`config.mk`:
```
export PLATFORM = sky130hd
export DESIGN_NAME = pds_regs
export DESIGN_NICKNAME = d
export VERILOG_FILES = /design/src/pds_i2c_slave.v /design/src/pds_regs.v
export VERILOG_INCLUDE_DIRS = /design/src
export SDC_FILE = /design/constraint.sdc
export NUM_CORES = 1
export LEC_CHECK = 0
export BUFFER_PORTS_ARGS = -buffer_cell sky130_fd_sc_hd__buf_4
export CAP_MARGIN = 10
export CORE_ASPECT_RATIO = 0.7
export CORE_MARGIN = 1.5
export CORE_UTILIZATION = 40
export CTS_CLUSTER_SIZE = 16
export DETAILED_ROUTE_END_ITERATION = 8
export HOLD_SLACK_MARGIN = 0.12
export PLACE_DENSITY_LB_ADDON = 0.2
export SETUP_SLACK_MARGIN = 0.2
export SLEW_MARGIN = 25
export SYNTH_ARGS = -nofsm -noshare
export SYNTH_HDL_FRONTEND = slang
export SYNTH_HIERARCHICAL = 1
export SYNTH_SLANG_ARGS = --single-unit
```
`constraint.sdc`:
```
create_clock -name sys_clk -period 4.85 [get_ports sys_clk]
set_input_delay 0.97 -clock sys_clk [delete_from_list [all_inputs] [get_ports sys_clk]]
set_output_delay 0.97 -clock sys_clk [all_outputs]
set_load 0.05 [all_outputs]
```
`src/pds_map.vh`:
```
`ifndef PDS_MAP_VH
`define PDS_MAP_VH

// register offsets
`define PDS_OFS_DISCHARGE_3 8'h42
`define PDS_OFS_PG_DELAY_1 8'h43
`define PDS_OFS_SHUTDOWN 8'h91
`define PDS_OFS_SLEEP_1 8'h92

// field positions
`define PDS_LINEAR_THREE_LSB 0
`define PDS_SWITCH_ONE_LSB 2
`define PDS_SWITCH_TWO_LSB 4
`define PDS_DELAY_MSB 2
`define PDS_OFF_BIT 0
`define PDS_SLEEP_EN_BIT 0
`define PDS_SLEEP_CODE_MSB 7
`define PDS_SLEEP_CODE_LSB 1

// reset values, and the no-discharge code forced while a rail is enabled
`define PDS_RST_DISCHARGE_3 6'h15
`define PDS_RST_PG_DELAY_1 3'h0
`define PDS_RST_SHUTDOWN 8'h00
`define PDS_RST_SLEEP_CODE 7'h00
`define PDS_RST_SLEEP_EN 1'b0
`define PDS_NO_DISCHARGE 2'h0

// bus address of the device, value arbitrary
`define PDS_BUS_ADDR 7'h2a

// rails grouped to output three, one bit per rail
`define PDS_GROUP_MASK 8'h0f

// output three modes
`define PDS_MODE_PG 2'h0
`define PDS_MODE_LEVEL 2'h1
`define PDS_MODE_BUS 2'h2

// timing
`define PDS_CLK_MHZ 20
`define PDS_DLY_000_US 2500
`define PDS_DLY_001_US 5000
`define PDS_DLY_010_US 10000
`define PDS_DLY_011_US 15000
`define PDS_DLY_100_US 20000
`define PDS_DLY_101_US 50000
`define PDS_DLY_111_US 100000

`endif

```
`src/pds_i2c_slave.v`:
```
`timescale 1ns/1ps
`include "pds_map.vh"

module pds_i2c_slave (
  input wire sys_clk,
  input wire rst_n,
  input wire abort,
  input wire scl_in,
  input wire sda_in,
  output wire sda_out,
  output reg sda_oe_n,
  output reg [7:0] reg_ptr,
  output reg [7:0] wr_data,
  output reg wr_stb,
  input wire suppress_ack,
  input wire [7:0] rd_data
);
  localparam ST_IDLE = 3'd0;
  localparam ST_RX = 3'd1;
  localparam ST_ACK = 3'd2;
  localparam ST_TX = 3'd3;
  localparam ST_RACK = 3'd4;
  localparam PH_ADDR = 2'd0;
  localparam PH_PTR = 2'd1;
  localparam PH_DATA = 2'd2;

  reg scl_s1, scl_s2, scl_d;
  reg sda_s1, sda_s2, sda_d;
  reg [2:0] state;
  reg [1:0] phase;
  reg [3:0] bitcnt;
  reg [7:0] shreg;
  reg reading;
  reg acked;

  wire scl_rise = scl_s2 & ~scl_d;
  wire scl_fall = ~scl_s2 & scl_d;
  wire start_seen = scl_s2 & scl_d & sda_d & ~sda_s2;
  wire stop_seen = scl_s2 & scl_d & ~sda_d & sda_s2;

  // open drain: only ever pulls low
  assign sda_out = 1'b0;

  always @(posedge sys_clk or negedge rst_n) begin
    if (!rst_n) begin
      scl_s1 <= 1'b1;
      scl_s2 <= 1'b1;
      scl_d <= 1'b1;
      sda_s1 <= 1'b1;
      sda_s2 <= 1'b1;
      sda_d <= 1'b1;
    end else begin
      scl_s1 <= scl_in;
      scl_s2 <= scl_s1;
      scl_d <= scl_s2;
      sda_s1 <= sda_in;
      sda_s2 <= sda_s1;
      sda_d <= sda_s2;
    end
  end

  always @(posedge sys_clk or negedge rst_n) begin
    if (!rst_n) begin
      state <= ST_IDLE;
      phase <= PH_ADDR;
      bitcnt <= 4'h0;
      shreg <= 8'h00;
      reading <= 1'b0;
      acked <= 1'b0;
      sda_oe_n <= 1'b1;
      reg_ptr <= 8'h00;
      wr_data <= 8'h00;
      wr_stb <= 1'b0;
    end else if (abort) begin
      state <= ST_IDLE;
      sda_oe_n <= 1'b1;
      wr_stb <= 1'b0;
      reg_ptr <= 8'h00;
    end else begin
      wr_stb <= 1'b0;
      if (start_seen) begin
        state <= ST_RX;
        phase <= PH_ADDR;
        bitcnt <= 4'h0;
        sda_oe_n <= 1'b1;
      end else if (stop_seen) begin
        state <= ST_IDLE;
        sda_oe_n <= 1'b1;
      end else begin
        case (state)
          ST_RX: begin
            if (scl_rise && bitcnt != 4'h8) begin
              shreg <= {shreg[6:0], sda_s2};
              bitcnt <= bitcnt + 4'h1;
            end else if (scl_fall && bitcnt == 4'h8) begin
              state <= ST_ACK;
              acked <= 1'b1;
              sda_oe_n <= 1'b0;
              if (phase == PH_ADDR) begin
                reading <= shreg[0];
                if (shreg[7:1] != `PDS_BUS_ADDR) begin
                  acked <= 1'b0;
                  sda_oe_n <= 1'b1;
                end
              end else if (phase == PH_PTR) begin
                reg_ptr <= shreg;
              end else begin
                wr_data <= shreg;
                wr_stb <= 1'b1;
                // judge the byte just shifted in, wr_data still holds the previous one
                if (suppress_ack && shreg[`PDS_OFF_BIT]) begin
                  acked <= 1'b0;
                  sda_oe_n <= 1'b1;
                end
              end
            end
          end
          ST_ACK: begin
            if (scl_fall) begin
              sda_oe_n <= 1'b1;
              bitcnt <= 4'h0;
              if (!acked) begin
                state <= ST_IDLE;
              end else if (phase == PH_ADDR && reading) begin
                state <= ST_TX;
                shreg <= {rd_data[6:0], 1'b0};
                sda_oe_n <= rd_data[7];
                bitcnt <= 4'h1;
                phase <= PH_DATA;
              end else begin
                state <= ST_RX;
                if (phase == PH_DATA) begin
                  reg_ptr <= reg_ptr + 8'h01;
                end
                phase <= (phase == PH_ADDR) ? PH_PTR : PH_DATA;
              end
            end
          end
          ST_TX: begin
            if (scl_fall) begin
              if (bitcnt == 4'h8) begin
                sda_oe_n <= 1'b1;
                state <= ST_RACK;
                reg_ptr <= reg_ptr + 8'h01;
              end else begin
                sda_oe_n <= shreg[7];
                shreg <= {shreg[6:0], 1'b0};
                bitcnt <= bitcnt + 4'h1;
              end
            end
          end
          ST_RACK: begin
            if (scl_rise) begin
              acked <= ~sda_s2;
            end else if (scl_fall) begin
              if (acked) begin
                state <= ST_TX;
                shreg <= {rd_data[6:0], 1'b0};
                sda_oe_n <= rd_data[7];
                bitcnt <= 4'h1;
              end else begin
                state <= ST_IDLE;
              end
            end
          end
          ST_IDLE: begin
            sda_oe_n <= 1'b1;
          end
          default: begin
            state <= ST_IDLE;
          end
        endcase
      end
    end
  end
endmodule

```
`src/pds_regs.v`:
```
`timescale 1ns/1ps
`include "pds_map.vh"

module pds_regs #(
  parameter [20:0] DLY_000_CYC = `PDS_DLY_000_US * `PDS_CLK_MHZ,
  parameter [20:0] DLY_001_CYC = `PDS_DLY_001_US * `PDS_CLK_MHZ,
  parameter [20:0] DLY_010_CYC = `PDS_DLY_010_US * `PDS_CLK_MHZ,
  parameter [20:0] DLY_011_CYC = `PDS_DLY_011_US * `PDS_CLK_MHZ,
  parameter [20:0] DLY_100_CYC = `PDS_DLY_100_US * `PDS_CLK_MHZ,
  parameter [20:0] DLY_101_CYC = `PDS_DLY_101_US * `PDS_CLK_MHZ,
  parameter [20:0] DLY_111_CYC = `PDS_DLY_111_US * `PDS_CLK_MHZ
) (
  input wire sys_clk,
  input wire reset_n,
  input wire scl_in,
  input wire sda_in,
  output wire sda_out,
  output wire sda_oe_n,
  input wire [2:0] rail_enabled,
  output wire [5:0] discharge_sel,
  input wire [7:0] rail_in_regulation,
  input wire level_shift_in,
  input wire [1:0] output_three_mode,
  input wire output_three_feeds_vtt,
  input wire output_three_bus_level,
  output reg general_output_three,
  input wire sleep_pin_a,
  input wire sleep_pin_b,
  input wire sleep_pin_select,
  input wire [6:0] rail_one_normal_voltage_code,
  output reg [6:0] rail_one_voltage_code,
  output reg emergency_off
);
  reg rst_s1, rst_s2;
  wire rst_n = rst_s2;

  // level inputs from outside the clock domain
  reg [2:0] en_s1, en_s2;
  reg [7:0] reg_s1, reg_s2;
  reg lvl_s1, lvl_s2;
  reg slp_a_s1, slp_a_s2;
  reg slp_b_s1, slp_b_s2;

  reg [5:0] discharge_fields;
  reg [2:0] output_three_goodness_delay;
  reg [6:0] rail_one_sleep_voltage_code;
  reg rail_one_sleep_enable;
  reg emergency_off_cmd;
  reg soft_reset;

  reg [20:0] delay_cnt;
  reg [20:0] delay_target;
  reg [7:0] read_mux;

  wire [7:0] reg_ptr;
  wire [7:0] wr_data;
  wire wr_stb;
  wire off_request = (reg_ptr == `PDS_OFS_SHUTDOWN);
  wire [5:0] dis_rst = `PDS_RST_DISCHARGE_3;
  wire group_good = &(reg_s2 | ~`PDS_GROUP_MASK);
  wire bus_driven = (output_three_mode == `PDS_MODE_BUS) & ~output_three_feeds_vtt;
  wire delay_source = (output_three_mode == `PDS_MODE_LEVEL) ? lvl_s2 : group_good;
  wire sleep_pin = sleep_pin_select ? slp_b_s2 : slp_a_s2;

  assign discharge_sel = discharge_fields;

  always @(posedge sys_clk or negedge reset_n) begin
    if (!reset_n) begin
      rst_s1 <= 1'b0;
      rst_s2 <= 1'b0;
    end else begin
      rst_s1 <= 1'b1;
      rst_s2 <= rst_s1;
    end
  end

  always @(posedge sys_clk or negedge rst_n) begin
    if (!rst_n) begin
      en_s1 <= 3'h0;
      en_s2 <= 3'h0;
      reg_s1 <= 8'h00;
      reg_s2 <= 8'h00;
      lvl_s1 <= 1'b0;
      lvl_s2 <= 1'b0;
      slp_a_s1 <= 1'b1;
      slp_a_s2 <= 1'b1;
      slp_b_s1 <= 1'b1;
      slp_b_s2 <= 1'b1;
    end else begin
      en_s1 <= rail_enabled;
      en_s2 <= en_s1;
      reg_s1 <= rail_in_regulation;
      reg_s2 <= reg_s1;
      lvl_s1 <= level_shift_in;
      lvl_s2 <= lvl_s1;
      slp_a_s1 <= sleep_pin_a;
      slp_a_s2 <= slp_a_s1;
      slp_b_s1 <= sleep_pin_b;
      slp_b_s2 <= slp_b_s1;
    end
  end

  pds_i2c_slave u_slave (
    .sys_clk(sys_clk),
    .rst_n(rst_n),
    .abort(soft_reset),
    .scl_in(scl_in),
    .sda_in(sda_in),
    .sda_out(sda_out),
    .sda_oe_n(sda_oe_n),
    .reg_ptr(reg_ptr),
    .wr_data(wr_data),
    .wr_stb(wr_stb),
    .suppress_ack(off_request),
    .rd_data(read_mux)
  );

  // discharge fields: 0 rail three linear, 1 switch one, 2 switch two
  genvar g;
  generate
    for (g = 0; g < 3; g = g + 1) begin : g_dis
      always @(posedge sys_clk or negedge rst_n) begin
        if (!rst_n) begin
          discharge_fields[2*g+1:2*g] <= dis_rst[2*g+1:2*g];
        end else if (soft_reset) begin
          discharge_fields[2*g+1:2*g] <= dis_rst[2*g+1:2*g];
        end else if (en_s2[g]) begin
          // enable wins over a same-cycle write
          discharge_fields[2*g+1:2*g] <= `PDS_NO_DISCHARGE;
        end else if (wr_stb && reg_ptr == `PDS_OFS_DISCHARGE_3) begin
          discharge_fields[2*g+1:2*g] <= wr_data[2*g+1:2*g];
        end
      end
    end
  endgenerate

  always @(posedge sys_clk or negedge rst_n) begin
    if (!rst_n) begin
      output_three_goodness_delay <= `PDS_RST_PG_DELAY_1;
      rail_one_sleep_voltage_code <= `PDS_RST_SLEEP_CODE;
      rail_one_sleep_enable <= `PDS_RST_SLEEP_EN;
      emergency_off_cmd <= 1'b0;
      soft_reset <= 1'b0;
      emergency_off <= 1'b0;
    end else if (soft_reset) begin
      output_three_goodness_delay <= `PDS_RST_PG_DELAY_1;
      rail_one_sleep_voltage_code <= `PDS_RST_SLEEP_CODE;
      rail_one_sleep_enable <= `PDS_RST_SLEEP_EN;
      emergency_off_cmd <= 1'b0;
      soft_reset <= 1'b0;
      emergency_off <= 1'b0;
    end else begin
      emergency_off_cmd <= 1'b0;
      emergency_off <= 1'b0;
      if (wr_stb) begin
        case (reg_ptr)
          `PDS_OFS_PG_DELAY_1: begin
            output_three_goodness_delay <= wr_data[`PDS_DELAY_MSB:0];
          end
          `PDS_OFS_SHUTDOWN: begin
            // only bit 0 acts; a 0 does nothing
            if (wr_data[`PDS_OFF_BIT]) begin
              emergency_off_cmd <= 1'b1;
              emergency_off <= 1'b1;
              soft_reset <= 1'b1;
            end
          end
          `PDS_OFS_SLEEP_1: begin
            rail_one_sleep_voltage_code <= wr_data[`PDS_SLEEP_CODE_MSB:`PDS_SLEEP_CODE_LSB];
            rail_one_sleep_enable <= wr_data[`PDS_SLEEP_EN_BIT];
          end
          default: begin
            output_three_goodness_delay <= output_three_goodness_delay;
          end
        endcase
      end
    end
  end

  always @* begin
    case (output_three_goodness_delay)
      3'h0: delay_target = DLY_000_CYC;
      3'h1: delay_target = DLY_001_CYC;
      3'h2: delay_target = DLY_010_CYC;
      3'h3: delay_target = DLY_011_CYC;
      3'h4: delay_target = DLY_100_CYC;
      3'h5: delay_target = DLY_101_CYC;
      default: delay_target = DLY_111_CYC;
    endcase
  end

  // output asserts delay_target cycles after the source goes high
  always @(posedge sys_clk or negedge rst_n) begin
    if (!rst_n) begin
      delay_cnt <= 21'h000000;
      general_output_three <= 1'b0;
    end else if (soft_reset) begin
      delay_cnt <= 21'h000000;
      general_output_three <= 1'b0;
    end else if (bus_driven) begin
      delay_cnt <= 21'h000000;
      general_output_three <= output_three_bus_level;
    end else if (!delay_source) begin
      delay_cnt <= 21'h000000;
      general_output_three <= 1'b0;
    end else if (delay_cnt >= delay_target - 21'h000001) begin
      general_output_three <= 1'b1;
    end else begin
      delay_cnt <= delay_cnt + 21'h000001;
    end
  end

  always @(posedge sys_clk or negedge rst_n) begin
    if (!rst_n) begin
      rail_one_voltage_code <= 7'h00;
    end else if (rail_one_sleep_enable && !sleep_pin) begin
      rail_one_voltage_code <= rail_one_sleep_voltage_code;
    end else begin
      rail_one_voltage_code <= rail_one_normal_voltage_code;
    end
  end

  // reserved bits read zero
  always @* begin
    case (reg_ptr)
      `PDS_OFS_DISCHARGE_3: read_mux = {2'h0, discharge_fields};
      `PDS_OFS_PG_DELAY_1: read_mux = {5'h00, output_three_goodness_delay};
      `PDS_OFS_SHUTDOWN: read_mux = {7'h00, emergency_off_cmd};
      `PDS_OFS_SLEEP_1: read_mux = {rail_one_sleep_voltage_code, rail_one_sleep_enable};
      default: read_mux = `PDS_RST_SHUTDOWN;
    endcase
  end
endmodule

```
Word level (Yosys, flattened, before mapping)
Cells that the tools add are included.
Widths: inputs -> output; s select.
{"block": "word_totals", "mem_bits_rw": 0, "ff_bits": 112, "latch_bits": 0, "mem_count": 0, "rom_bits": 0, "input_bits": 30, "wordCells": 287, "output_inout_bits": 17}
{"block": "classes", "order_cmp": 1, "div_mod_pow": 0, "n_eq_ne": 63, "n_addsub": 4, "mux": 126, "n_reduce_logical": 36, "multipliers": 0, "shift": 0, "bitwise": 19}
{"cell": "$mux 8", "n": 22}
{"cell": "$pmux 21 s6", "n": 1}
{"cell": "$mux 21", "n": 4}
{"cell": "$pmux 8 s4", "n": 2}
{"cell": "$mux 1", "n": 46}
{"cell": "$mux 3", "n": 14}
{"cell": "$mux 4", "n": 10}
{"cell": "$mux 2", "n": 18}
{"cell": "$ne 5x2->1 const B", "n": 6}
{"cell": "$mux 7", "n": 4}
{"cell": "$reduce_and 13->1", "n": 2}
{"cell": "$ne 3x2->1 const B", "n": 8}
{"cell": "$pmux 8 s3", "n": 1}
{"cell": "$reduce_and 8->1", "n": 3}
{"cell": "$add 21x1->21 const B", "n": 1}
{"cell": "$ge 21x21->1", "n": 1}
{"cell": "$sub 21x1->21 const B", "n": 1}
{"cell": "$ne 2x1->1 const B", "n": 10}
{"cell": "$eq 8x7->1 const B", "n": 2}
{"cell": "$eq 8x8->1 const B", "n": 2}
{"cell": "$pmux 4 s4", "n": 1}
{"cell": "$ne 3x1->1 const B", "n": 5}
{"cell": "$pmux 3 s5", "n": 1}
{"cell": "$reduce_and 7->1", "n": 2}
{"cell": "33 further kinds", "n": 82}

Logic depth before layout (Yosys ltp)
{"block": "logic_depth", "word_depth": 11, "mapped_depth": 14, "depth_no_buf": 11}

By module
The synthesis kept the hierarchy.
{"module": "pds_regs", "cells_per_inst": 338, "seq_area_each_um2": 1735.4, "instances": 1, "area_each_um2": 3454.6}
{"module": "pds_i2c_slave", "cells_per_inst": 265, "seq_area_each_um2": 1084.8, "instances": 1, "area_each_um2": 2547.4}

Worst setup path before layout
OpenSTA, ideal clock, no wires.
{"block": "synth_path", "path_type": "register to register", "from": "reg output_three_goodness_delay[0]", "to": "reg delay_cnt[10]", "t_required_ns": 4.772, "setup_time_ns": 0.078, "stages_incl_launch_ff": 14, "arrival_ns": 2.922, "synth_period_minus_slack_ns": 3.000, "path_buffers": 2, "setup_slack_ns": 1.850, "cell_sequence": "dfrtp_1 clkbuf_1 or3_1 ha_1 xnor2_1 xnor2_1 ha_1 a21oi_1 o21ai_0 o211ai_2 nand3_2 buf_6 or4_1 a21oi_1"}
{"block": "synth_between", "elab_chain_cells": 5, "elab_cells_between_ends": 10, "cone_classes": "add/sub (1); order compare (1); eq/ne (6); mux (1); reduce/logical (1)"}
{"element": "start: declaration", "line": "pds_regs.v:45", "text": "reg [2:0] output_three_goodness_delay;"}
{"element": "start signal: assignment", "line": "pds_regs.v:139", "text": "output_three_goodness_delay <= `PDS_RST_PG_DELAY_1;"}
{"element": "start signal: assignment", "line": "pds_regs.v:146", "text": "output_three_goodness_delay <= `PDS_RST_PG_DELAY_1;"}
{"element": "start signal: assignment", "line": "pds_regs.v:158", "text": "output_three_goodness_delay <= wr_data[`PDS_DELAY_MSB:0];"}
{"element": "$eq 3x3->1, or another cell as far along", "line": "pds_regs.v:181", "text": "case (output_three_goodness_delay)"}
{"element": "$pmux 21 s6 (*)", "line": "pds_regs.v:181"}
{"element": "$sub 21x1->21 (*)", "line": "pds_regs.v:206", "text": "end else if (delay_cnt >= delay_target - 21'h000001) begin"}
{"element": "$ge 21x21->1 (*)", "line": "pds_regs.v:206"}
{"element": "$ne 4x4->1 (no source line) (*)"}
{"element": "end signal: assignment", "line": "pds_regs.v:209", "text": "delay_cnt <= delay_cnt + 21'h000001;"}
{"element": "end: declaration", "line": "pds_regs.v:51", "text": "reg [20:0] delay_cnt;"}
Every way passes the cells marked *; elsewhere a longest branch is shown, timed or not.
A chain may end at the register's enable or synchronous reset.

Final worst setup path
{"block": "layout_path", "from": "reg output_three_goodness_delay[2]", "to": "reg delay_cnt[14]"}
The elaborated chain is that of the path after synthesis.

==> reports/metrics.cfg <==
[hold_path]
hold_path.class = flip-flop to flip-flop
hold_depth = 0

[floorplanning]
die_h_um = 105
dieArea_um2 = 15800
core_um2 = 14700
die_w_um = 149
start_util = 0.409
rows = 37
pin_count = 47

[timing]
timing_hold_violations_final = 0
finalCriticalPeriod_ns = 3.69
tns_ns = 0
rsz0062_at_grt = no
setup_viol = 0
timing.final.crit_share = 0.761
clock_skew_ns = 0.00575
slew_headroom = 0.315
max_freq_mhz = 271
final-max-slew-violation-count = 0
worst_slew_pin_slew_ns = 1.03

[clocking]
cts-root-buf = clkbuf_16
cts_made_buffers = 9
cts_max_path_buffers = 2
h-tree-depth = 3
cts_sinks = 112
cts_tree = built
cts_setup_buffers = 0
cts-resized-gates = 0
clk_pin_slew_ns = 0.08
cts.hold.buffers_added = 0
clk-insertion-delay-late_ns = 0.35

[pwr]
ir_drop_mv = 0.198
power.density_cell_area_nw_per_um2 = 324
p_leak_nw = 2.91

[synth]
synthArstFlopShare = 1.00
yosysUniqueCellTypes = 72
synthMostInstantiatedCell = dfrtp_1
syn_area_per_cell_um2 = 9.95
synth_flop_cell = dfrtp_1
yosysTopAreaCell = dfrtp_1
synth_warnings = 6
synth_edf_count = 0
synth_common_cells = dfrtp_1 (98), nand2_1 (64), a21oi_1 (61)
yosysSeqAreaShare = 0.470
yosys-top-cells-area = dfrtp_1 (41%), dfstp_2 (6.1%), a21oi_1 (5.1%), ha_1 (4.6%), nand2_1 (4.0%)
yosysTopAreaCellShare = 0.409
syn_inst = 603
syn-cell-area_um2 = 6000
ys_ff_latch = 112

[critical_path]
start_kind = flip-flop
reg2reg_depth = 11
worstPathArrival_ns = 3.96
crit_path_end_kind = flip-flop
critPathRequiredTime_ns = 5.12
crit_fanout = 30
crit_type = flip-flop to flip-flop

[detailed_routing]
drtIter0Drc = 298
viasPerCell = 5.67
num_vias = 4719
postRouteAntennaNets = 0
wl_mm = 13.6
drt-wirelength-per-cell_um = 16.3
firstDrtPassIters = 5
post-route-drc-count = 0

[grt]
antenna_found_initial = 0
grt_pass1_vias = 4498
grt_pass1_wl_mm = 22.7
overflow = 0
grt_use_total = 0.180
grt_max_degree = 64

[place]
io_buffers = 41
dp_cells = 817
hpwl_mm = 9.54
gp_congestion = 0.903

[cells_and_area]
final_nets = 685
antennaDiodeCount = 0
syn2layout_area_growth_pct = 12.5
drive_gt1_frac = 0.176
final_cells = 833

[outcome]
status = finished clean

[run]
drv_cap = 0

-- per-stage QoR --
stage | instance area [um^2] | hold slack [ns] | util | power [mW] | worst slack, ns
4_1_cts | 6740 | 0.350 | 0.459 | 2.21 | 1.16
3_3_place_gp | 6440 | 0.333 | 0.439 | 1.45 | 1.30
2_1_floorplan | 6010 | 0.331 | - | 1.35 | 1.52
5_1_grt | 6750 | 0.355 | 0.460 | 2.31 | 0.840
6_report | 6750 | 0.348 | 0.460 | 2.19 | 1.16
3_5_place_dp | 6440 | 0.337 | 0.439 | 1.46 | 1.17
-- registers in the layout, indices dropped and copies added, names as in the netlist, 2 cells and up --
name                         cells
reg_s1                           4
output_three_goodness_delay      3
u_slave/bitcnt                   4
en_s1                            3
u_slave/shreg                    8
delay_cnt                       21
u_slave/state                    3
u_slave/wr_data                  8
rail_one_sleep_voltage_code      7
u_slave/reg_ptr                  8
reg_s2                           4
discharge_sel                    6
rail_one_voltage_code            7
en_s2                            3
u_slave/phase                    2
-- layout make-up --
| cell class | count | area, um^2 |
|---|---|---|
| Clock buffer | 9 | 225 |
| Clock inverter | 7 | 72.6 |
| Fill cell | 1381 | 7920 |
| Inverter | 16 | 60.1 |
| Multi-Input combinational cell | 448 | 2980 |
| Sequential cell | 112 | 2820 |
| Tap cell | 195 | 244 |
| Timing Repair Buffer | 46 | 345 |
-- layer usage --
metal / routed length [um] / GRT usage
met1: 6850 / 0.274
met4: 108 / 0.0417
met2: 5910 / 0.265
met3: 709 / 0.0316
met5: 0 / 0
-- cells in the final DEF, fill, tap and decap left out, types with 5 or more instances in the layout --
master and count:
a211o_1 5, a21oi_1 61, a31oi_1 8, and2_1 6, and3_1 6, buf_4 46
clkbuf_16 9, dfrtp_1 97, dfstp_2 14, ha_1 22, inv_1 16, mux2_2 21
mux2i_1 17, nand2_1 64, nand2b_1 10, nand3_1 34, nand4_1 8, nor2_1 28
nor2b_1 6, nor3_1 10, o211ai_1 6, o21ai_0 24, o31ai_1 7, or3_1 14
or4_1 7, xor2_1 7
-- kinds of logic (layout without fill, tap and decap cells) --
logic type,count (synthesis),after routing,synth area share
fa+ha+maj,22,22,0.0459
buf+inv,44,78,0.0367
simple gates,223,223,0.198
xor+xnor,11,11,0.0161
other cells,2,3,0.00125
compound gates,151,151,0.165
mux,38,38,0.0678
flops,112,112,0.470
-- power by group --
| group | internal [mW] | switching, mW | leakage (nW) |
|---|---|---|---|
| Combinational | 0.133 | 0.147 | 1.36 |
| Clock | 0.366 | 0.375 | 0.143 |
| Sequential | 1.02 | 0.144 | 1.41 |
| Total | 1.52 | 0.665 | 2.91 |
-- final timing paths --
kind	slack, ns	from	end
max	1.16	output_three_goodness_delay[2]	delay_cnt[14]
min	0.35	reg_s1[3]	reg_s2[3]
max reg2reg	1.16	output_three_goodness_delay[2]	delay_cnt[14]
min reg2reg	0.35	reg_s1[3]	reg_s2[3]
max in group asynchronous	3.27	rst_n	u_slave/phase[0]
min in group asynchronous	0.39	reset_n	rst_n
-- worst max-delay path: stages (launching register included) --
cell,delay [ns]
dfrtp_1,0.55
or3_1,0.46
ha_1,0.20
xnor2_1,0.18
xnor2_1,0.16
ha_1,0.28
a21oi_1,0.13
o21ai_0,0.10
o211ai_2,0.27
nand3_2,0.46
or4_1,0.66
a21oi_1,0.16
No activity file was read; power rests on OpenSTA's default activity.
